**src/xsd_pkg.sv**
```systemverilog
// package for the extended-set indexed decode block
// assumes a 12-bit data space and 16-bit instruction words
package xsd_pkg;
    localparam int          DADDR_W         = 12;
    localparam int          OFS7_W          = 7;
    localparam logic [11:0] ADR_PC_LOW      = 12'h0ff9;
    localparam logic [11:0] ADR_RST_LOW     = 12'h0ffd;
    localparam logic [11:0] ADR_RST_HIGH    = 12'h0ffe;
    localparam logic [11:0] ADR_RST_UPPER   = 12'h0fff;
    localparam logic [11:0] ADR_WREG        = 12'h0fe8;
    localparam logic [11:0] ACCESS_LIMIT    = 12'h005f;
    localparam logic [11:0] ACCESS_HI_BASE  = 12'h0f00;
    localparam logic [11:0] SFP_RESET       = 12'h0000;
    localparam logic [7:0]  WREG_RESET      = 8'h00;
    localparam logic [7:0]  ALL_ONES        = 8'hff;
    localparam logic [7:0]  IND_ZERO        = 8'h00;
    // nine bits: the move to a full address shares the top seven
    localparam logic [8:0]  OP_MOVE_IDX     = 9'h1d7;
    localparam logic [7:0]  OP_PUSH_LIT     = 8'hfa;
    localparam logic [9:0]  OP_SUBRET       = 10'h3a7;
    localparam logic [5:0]  OP_ADD_WORKING  = 6'h09;
    localparam logic [3:0]  OP_BIT_SET      = 4'h8;
    localparam logic [6:0]  OP_SET_ALL      = 7'h34;
    localparam logic [3:0]  OP_SECOND       = 4'hf;
    localparam int          STAT_N          = 4;
    localparam int          STAT_OV         = 3;
    localparam int          STAT_Z          = 2;
    localparam int          STAT_DC         = 1;
    localparam int          STAT_C          = 0;

    typedef enum logic [3:0] {
        XSD_FIRST  = 4'b0001,
        XSD_MOVE2  = 4'b0010,
        XSD_IDLE2  = 4'b0100,
        XSD_SKIP   = 4'b1000
    } xsd_state_e;

    typedef struct packed {
        logic        we;
        logic [11:0] addr;
        logic [7:0]  data;
    } xsd_wr_s;
endpackage : xsd_pkg

```
**src/xsd_addr_gen.sv**
```systemverilog
// operand address former: indexed or literal access-bank/banked
// assumes the pointer and bank selector are stable for the cycle
`timescale 1ns/10ps
module xsd_addr_gen
    import xsd_pkg::*;
#(
    parameter int OFS_W = 8
) (
    input  wire logic [11:0]      sfp,
    input  wire logic [3:0]       bank,
    input  wire logic [OFS_W-1:0] ofs,
    input  wire logic             indexed,
    input  wire logic             banked,
    output logic      [11:0]      addr
);
    // refuse widths that would not fit the low byte of the operand
    if (OFS_W < 1 || OFS_W > 8) begin : g_bad_ofs_w
        $error("xsd_addr_gen: offset width out of range");
    end

    logic [11:0] ofs_ext;
    assign ofs_ext = {{(12-OFS_W){1'b0}}, ofs};

    always_comb begin
        if (indexed) begin
            addr = sfp + ofs_ext;
        end else if (banked) begin
            addr = {bank, ofs_ext[7:0]};
        end else if (ofs_ext[7:0] <= ACCESS_LIMIT[7:0]) begin
            addr = ofs_ext;
        end else begin
            addr = ACCESS_HI_BASE | ofs_ext;
        end
    end
endmodule : xsd_addr_gen

```
**src/xsd_decode.sv**
```systemverilog
// extended-set decode/execute: indexed move, push, subtract-return,
// indexed literal offset for add, bit set and set-all
// assumes one instruction word per cycle; q_phase one-hot Q1..Q4
`timescale 1ns/10ps
module xsd_decode
    import xsd_pkg::*;
(
    input  wire logic          clk,
    input  wire logic          nrst,
    input  wire logic [3:0]    q_phase,
    input  wire logic          instr_valid,
    input  wire logic [15:0]   instr,
    input  wire logic          ext_enable,
    input  wire logic [3:0]    bank_sel,
    input  wire logic [7:0]    rd_data,
    input  wire logic [20:0]   return_stack_top,
    output logic      [11:0]   rd_addr,
    output logic               rd_en,
    output xsd_wr_s            wr,
    output logic      [11:0]   stack_frame_pointer,
    output logic      [7:0]    working_reg,
    output logic      [4:0]    status_flags,
    output logic               pc_load,
    output logic      [20:0]   pc_value,
    output logic               busy
);
    xsd_state_e  state_r;
    logic [11:0] sfp_r;
    logic [7:0]  wreg_r;
    logic [4:0]  stat_r;
    logic [7:0]  hold_r;
    xsd_wr_s     wr_r;
    logic        pcl_r;
    logic [20:0] pcv_r;
    logic        en_r;

    wire q4 = q_phase[3];
    wire go = instr_valid && q4;

    // the enable is latched after reset release, then held
    logic en_caught_r;
    always_ff @(posedge clk or negedge nrst) begin
        if (!nrst) begin
            en_r        <= 1'b0;
            en_caught_r <= 1'b0;
        end else if (!en_caught_r) begin
            en_r        <= ext_enable;
            en_caught_r <= 1'b1;
        end
    end

    wire is_move   = en_r && instr[15:7] == OP_MOVE_IDX;
    wire is_push   = en_r && instr[15:8] == OP_PUSH_LIT;
    wire is_subret = en_r && instr[15:6] == OP_SUBRET;
    wire is_add    = instr[15:10] == OP_ADD_WORKING;
    wire is_bitset = instr[15:12] == OP_BIT_SET;
    wire is_setall = instr[15:9] == OP_SET_ALL;
    wire acc_a     = instr[8];
    // offset only at or below the access limit; otherwise literal mapping
    wire idx_mode  = en_r && !acc_a && instr[7:0] <= ACCESS_LIMIT[7:0];

    logic [11:0] file_addr;
    logic [11:0] move_addr;
    xsd_addr_gen #(.OFS_W(8)) u_file (
        .sfp     (sfp_r),
        .bank    (bank_sel),
        .ofs     (instr[7:0]),
        .indexed (idx_mode),
        .banked  (acc_a),
        .addr    (file_addr)
    );
    xsd_addr_gen #(.OFS_W(OFS7_W)) u_move (
        .sfp     (sfp_r),
        .bank    (bank_sel),
        .ofs     (instr[6:0]),
        .indexed (1'b1),
        .banked  (1'b0),
        .addr    (move_addr)
    );

    // indirect registers: three pointer groups of five each
    function automatic logic is_indirect(input logic [11:0] a);
        is_indirect = (a >= 12'h0feb && a <= 12'h0fef) ||
                      (a >= 12'h0fe3 && a <= 12'h0fe7) ||
                      (a >= 12'h0fdb && a <= 12'h0fdf);
    endfunction : is_indirect

    function automatic logic is_guarded(input logic [11:0] a);
        is_guarded = a == ADR_PC_LOW || a == ADR_RST_LOW || a == ADR_RST_HIGH ||
                     a == ADR_RST_UPPER;
    endfunction : is_guarded

    always_comb begin
        rd_en   = 1'b0;
        rd_addr = file_addr;
        if (go && state_r == XSD_FIRST) begin
            if (is_move) begin
                rd_en   = !is_indirect(move_addr);
                rd_addr = move_addr;
            end else if (is_add || is_bitset) begin
                rd_en   = 1'b1;
            end
        end
    end

    wire [7:0] rd_val = is_indirect(move_addr) ? IND_ZERO : rd_data;

    // add result and flags
    wire [8:0] sum9 = {1'b0, wreg_r} + {1'b0, rd_data};
    wire [4:0] lo5  = {1'b0, wreg_r[3:0]} + {1'b0, rd_data[3:0]};
    wire       ovf  = (wreg_r[7] == rd_data[7]) && (sum9[7] != wreg_r[7]);

    always_ff @(posedge clk or negedge nrst) begin
        if (!nrst) begin
            state_r <= XSD_FIRST;
            hold_r  <= 8'h00;
        end else if (q4) begin
            case (state_r)
                XSD_FIRST: begin
                    if (go && is_move) begin
                        state_r <= XSD_MOVE2;
                        hold_r  <= rd_val;
                    end else if (go && is_subret) begin
                        state_r <= XSD_IDLE2;
                    end
                end
                XSD_MOVE2: begin
                    if (go) begin
                        state_r <= XSD_FIRST;
                    end
                end
                // the idle cycle needs no fetched word, so it ends on any Q4
                XSD_IDLE2: state_r <= XSD_FIRST;
                XSD_SKIP:  state_r <= XSD_FIRST;
                default:   state_r <= XSD_FIRST;
            endcase
        end
    end

    // data memory write requests are registered at the end of Q4 and presented in the following cycle
    always_ff @(posedge clk or negedge nrst) begin
        if (!nrst) begin
            wr_r <= '0;
        end else begin
            wr_r.we <= 1'b0;
            if (go && state_r == XSD_MOVE2) begin
                wr_r.addr <= move_addr;
                wr_r.data <= hold_r;
                wr_r.we   <= instr[15:12] == OP_SECOND &&
                             !is_guarded(move_addr) &&
                             !is_indirect(move_addr);
            end else if (go && state_r == XSD_FIRST) begin
                if (is_push) begin
                    wr_r <= '{we: 1'b1, addr: sfp_r, data: instr[7:0]};
                end else if (is_add && instr[9]) begin
                    wr_r <= '{we: 1'b1, addr: file_addr, data: sum9[7:0]};
                end else if (is_bitset) begin
                    wr_r <= '{we: 1'b1, addr: file_addr,
                              data: rd_data | (8'h01 << instr[11:9])};
                end else if (is_setall) begin
                    wr_r <= '{we: 1'b1, addr: file_addr, data: ALL_ONES};
                end
            end
        end
    end

    always_ff @(posedge clk or negedge nrst) begin
        if (!nrst) begin
            sfp_r <= SFP_RESET;
        end else if (go && state_r == XSD_FIRST) begin
            if (is_push) begin
                sfp_r <= sfp_r - 12'h001;
            end else if (is_subret) begin
                sfp_r <= sfp_r - {6'h00, instr[5:0]};
            end
        end
    end

    always_ff @(posedge clk or negedge nrst) begin
        if (!nrst) begin
            wreg_r <= WREG_RESET;
            stat_r <= 5'h00;
        end else if (go && state_r == XSD_FIRST && is_add) begin
            if (!instr[9]) begin
                wreg_r <= sum9[7:0];
            end
            stat_r[STAT_N]  <= sum9[7];
            stat_r[STAT_OV] <= ovf;
            stat_r[STAT_Z]  <= sum9[7:0] == 8'h00;
            stat_r[STAT_DC] <= lo5[4];
            stat_r[STAT_C]  <= sum9[8];
        end
    end

    always_ff @(posedge clk or negedge nrst) begin
        if (!nrst) begin
            pcl_r <= 1'b0;
            pcv_r <= 21'h00_0000;
        end else begin
            pcl_r <= go && state_r == XSD_FIRST && is_subret;
            if (go && state_r == XSD_FIRST && is_subret) begin
                pcv_r <= return_stack_top;
            end
        end
    end

    // a lone 1111 word other than an FAxx push falls through every decode above: no-op
    assign wr                  = wr_r;
    assign stack_frame_pointer = sfp_r;
    assign working_reg         = wreg_r;
    assign status_flags        = stat_r;
    assign pc_load             = pcl_r;
    assign pc_value            = pcv_r;
    assign busy                = state_r != XSD_FIRST;

    a_push_decr: assert property (@(posedge clk) disable iff (!nrst)
        go && state_r == XSD_FIRST && is_push |=> sfp_r == $past(sfp_r) - 12'h001
            && wr_r.we && wr_r.addr == $past(sfp_r)) else $error("push wrong");
    a_subret_idle: assert property (@(posedge clk) disable iff (!nrst)
        go && state_r == XSD_FIRST && is_subret |=> state_r == XSD_IDLE2 && pc_load)
        else $error("subtract-return not two cycles");
    a_move_guard: assert property (@(posedge clk) disable iff (!nrst)
        wr_r.we |-> !is_guarded(wr_r.addr)) else $error("guarded write");
    a_setall_ones: assert property (@(posedge clk) disable iff (!nrst)
        go && state_r == XSD_FIRST && is_setall && !is_move |=> wr_r.data == ALL_ONES)
        else $error("set-all data wrong");
    a_flags_hold: assert property (@(posedge clk) disable iff (!nrst)
        !(go && is_add) |=> $stable(stat_r)) else $error("flags moved");
    a_enable_off: assert property (@(posedge clk) disable iff (!nrst)
        !en_r |-> !busy || state_r == XSD_SKIP) else $error("ext active off");
    a_move_second: assert property (@(posedge clk) disable iff (!nrst)
        state_r == XSD_MOVE2 && go |=> state_r == XSD_FIRST) else $error("move stuck");
    a_idx_addr: assert property (@(posedge clk) disable iff (!nrst)
        idx_mode |-> file_addr == sfp_r + {4'h0, instr[7:0]}) else $error("index addr");
endmodule : xsd_decode

```
**config.mk**
```make
export PLATFORM = sky130hd
export DESIGN_NAME = xsd_decode
export DESIGN_NICKNAME = d
export VERILOG_FILES = /design/src/xsd_pkg.sv /design/src/xsd_addr_gen.sv /design/src/xsd_decode.sv
export SDC_FILE = /design/constraint.sdc
export NUM_CORES = 1
export LEC_CHECK = 0
export ABC_AREA = 1
export BUFFER_PORTS_ARGS = -buffer_cell sky130_fd_sc_hd__buf_2
export CAP_MARGIN = 20
export CORE_ASPECT_RATIO = 0.8
export CORE_MARGIN = 5
export CORE_UTILIZATION = 50
export CTS_CLUSTER_SIZE = 16
export DETAILED_ROUTE_END_ITERATION = 7
export GPL_ROUTABILITY_DRIVEN = 0
export GPL_TIMING_DRIVEN = 0
export PLACE_DENSITY = 0.78
export SETUP_SLACK_MARGIN = 0.5
export SLEW_MARGIN = 20
export SYNTH_ARGS = -nofsm -noshare
export SYNTH_HDL_FRONTEND = slang
export SYNTH_SLANG_ARGS = --single-unit
```
**constraint.sdc**
```tcl
create_clock -name clk -period 7.45 [get_ports clk]
set_clock_uncertainty 0.1 [all_clocks]
set_input_delay 0.3725 -clock clk [delete_from_list [all_inputs] [get_ports clk]]
set_output_delay 0.3725 -clock clk [all_outputs]
set_load 0.01 [all_outputs]
```
==> results.md <==
- Worst skew pair latency: 0.34 ns
- Crit path max fanout: 10
- Setup ws final: 4.16 ns
- Remaining antenna violation count: 0
- Setup Viol. Count Final: 0
- Critical Path Max Stage Delay: 0.56 ns
- Setup Crit Path Kind: register to register
- Utilization after layout: 62.4%
- PwrDens: 194 nW/um^2
- Routed wire length: 17300 um
- Most frequent cells in the layout: nand2_1, buf_2, inv_1, dfrtp_1, nand3_1
- Share of layout cells above drive strength 1: 21.0%
- Pins over their slew limit: 0
- Clock Sinks: 81
- Clock transition at path regs: 0.07 ns
- Critical Path Source: en_r$_DFFE_PN0N_
- RSZ-0062 raised after global routing: false
- Synth top area share: 35.7%
- Tot GR Track Use: 26.1%
- Clock buffer depth: 2
- Peak Freq: 304 MHz
- Vias in the first global route: 5437
- Total stage count of the critical path: 15
- Mean post-synth cell area: 6.95 sq um
- Wire per inst: 15.8 um
- CP startpoint kind: register
- Ranking of synthesized cells by area: dfrtp_1, nand2_1, inv_1
- RR Startpoint: en_r$_DFFE_PN0N_
- Worst rel slew slack: 54.1%
- Synth Register Bits: 81
- 1st-iter DRT viols: 698
- Dpl cell area: 6480 sq um
- Design area: 6820 sq um
- Commonest non-fill, non-tap cell in the layout: nand2_1
- H-tree levels: 3
- Max-Cap Viols: 0
- CP Capture Type: register
- TritonCTS buffer count: 9
- Non-filler cells, final: 1101
- Final worst path period share: 44.2%
- Critical Path AT: 3.42 ns
- Crit-path cells: nand2_1 > inv_1 > nand4_1 > buf_2 > buf_1 > nand2_1 > ha_1 > a21oi_1 > o21ai_0 > a211oi_1 > inv_1 > nand2_1 > nand2_1 > nand2_1 > nand2_1
- TritonCTS clock tree: yes
- Hold Vio Cnt, Final: 0
- Via/cell ratio: 5.42
- Final min period: 3.29 ns
- Maximum VDD drop: 153 uV
- Die W: 128 um
- Largest net degree at the start of global routing: 56
- I/O Buffers: 133
- Worst EP required: 7.58 ns
- Flop-to-flop setup slack: 4.16 ns
- Num ports: 139
- CP bufs+invs: 4
- Post-synthesis cell count: 806
- Seq/Total Area, Yosys: 36.2%
- Sum Neg Setup Slack: 0 ns
- Run status: completed
- Critical Path Sink: stack_frame_pointer[11]$_DFFE_PN0P_
- Worst Reg-to-Reg Cells: 15
- DP Cell Count: 1084
- Die area: 13400 sq um
- # resized after CTS: 0
- Initial Utilization: 51.3%
- GRT overflow: 0
- Hold WC Path Type: input pin to register
- DP Worst Slack: 4.12 ns
- Syn Std Cell Area: 5600 sq um
- First-pass detailed-route iteration total: 5
- Slowest CP cell: buf_1
- Die height: 105 um
- Worst-Margin Slew: 0.689 ns
- Synthesis-to-finish area growth: 21.7%
- Synth area leader: dfrtp_1
- Site Rows: 34
- DP Wirelength: 13700 um
- Syn_nets: 888
- Leak: 3.92 nW
- Delay-heaviest family, CP: buffers and inverters
- Inserted Diodes: 0
- YS warnings: 0
- Remaining DRCs: 0
- Clock root cell: clkbuf_16
- Final Net Count: 1034
- Vias: 5966
- Netlist cell types: 49
- Reg2reg end: stack_frame_pointer[11]$_DFFE_PN0P_
- Most used cell, CP: nand2_1
- Initial antenna violation count: 0
- First-pass GRT wire length: 28200 um
- Area of the core: 10900 sq um
==> metal layers <==
| metal | global-route usage [%] | share of wire, % | up-vias |
|---|---|---|---|
| met3 | 6.32 | 12 | 25 |
| met1 | 41.1 | 46 | 2704 |
| met2 | 35.6 | 40 | 324 |
| met4 | 5.98 | 1.8 | 0 |
| met5 | 0 | 0 | - |
| li1 | - | - | 2913 |
==> what timing repair did <==
action	in CTS	in global routing
setup buffers	0	0
hold buffers	1	0
hold endpoints to repair	26	0
==> synth_stat cells, drive strengths merged <==
cell,n
ha,22
dfrtp,80
clkinv,1
o21ai,55
a31oi,2
xor2,13
inv,92
a311oi,2
nor2,57
and3,1
buf,18
nor3,10
o21a,1
o311ai,1
nand2,301
clkbuf,4
o2111ai,2
fa,3
a21boi,2
o21bai,2
a21oi,35
o31ai,4
o221ai,3
mux2,1
xnor2,2
o211ai,6
or2,2
nand4,14
nand3,63
conb,1
dfstp,1
a211oi,1
a22oi,4
==> power breakdown <==
group / total (W) / internal (W) / switching (W) / leakage (nW)
sequential: 0.000524 / 0.000492 / 0.0000328 / 1.09
combinational: 0.000303 / 0.000113 / 0.000190 / 2.67
clock: 0.000498 / 0.000300 / 0.000198 / 0.163
total: 0.00133 / 0.000904 / 0.000421 / 3.92
==> worst min-delay path by stage <==
stage	startpoint	endpoint	slack (ns)	cells after the start
floorplan	nrst	en_caught_r$_DFF_PN0_	-0.02	0
CTS	return_stack_top[17]	pc_value[17]$_DFFE_PN0P_	0.12	3
global route	return_stack_top[20]	pc_value[20]$_DFFE_PN0P_	0.13	3
finish	return_stack_top[17]	pc_value[17]$_DFFE_PN0P_	0.13	3
global placement	pc_value[11]$_DFFE_PN0P_	pc_value[11]$_DFFE_PN0P_	0.35	2
detailed placement	nrst	stack_frame_pointer[9]$_DFFE_PN0P_	0.23	1
==> cells by family after synthesis <==
| logic type | after synthesis | synth area share (%) |
|---|---|---|
| simple gates | 448 | 34.2 |
| compound gates | 120 | 12.5 |
| buf+inv | 115 | 8.55 |
| flops | 81 | 36.2 |
| fa+ha+maj | 25 | 5.98 |
| xor+xnor | 15 | 2.34 |
| other cells | 1 | 0.0669 |
| mux | 1 | 0.201 |
==> layout make-up <==
class / count / area (sq um)
fill: 1055 / 4110
clock buffer: 9 / 225
inverter: 93 / 352
multi-input combinational: 610 / 3100
clock inverter: 7 / 106
sequential: 81 / 2030
timing repair buffer: 135 / 706
tap: 144 / 180
buffer: 22 / 128
==> through the flow <==
| stage | hold WS (ns) | power, W |
|---|---|---|
| 4_1_cts | 0.125 | 0.00133 |
| 3_5_place_dp | 0.227 | 0.000829 |
| 6_report | 0.133 | 0.00133 |
| 5_1_grt | 0.134 | 0.00139 |
| 2_1_floorplan | -0.0231 | 0.000696 |
| 3_3_place_gp | 0.349 | 0.000822 |
==> worst register-to-register path: stages, from the launching register on <==
cell      delay, ns
dfrtp_1        0.43
nand2_1        0.11
inv_1          0.09
nand4_1        0.11
buf_2          0.23
buf_1          0.56
nand2_1        0.12
ha_1           0.39
a21oi_1        0.22
o21ai_0        0.22
a211oi_1       0.33
inv_1          0.07
nand2_1        0.06
nand2_1        0.05
nand2_1        0.05
nand2_1        0.05
Note: power is estimated with default switching activity, not from simulation.
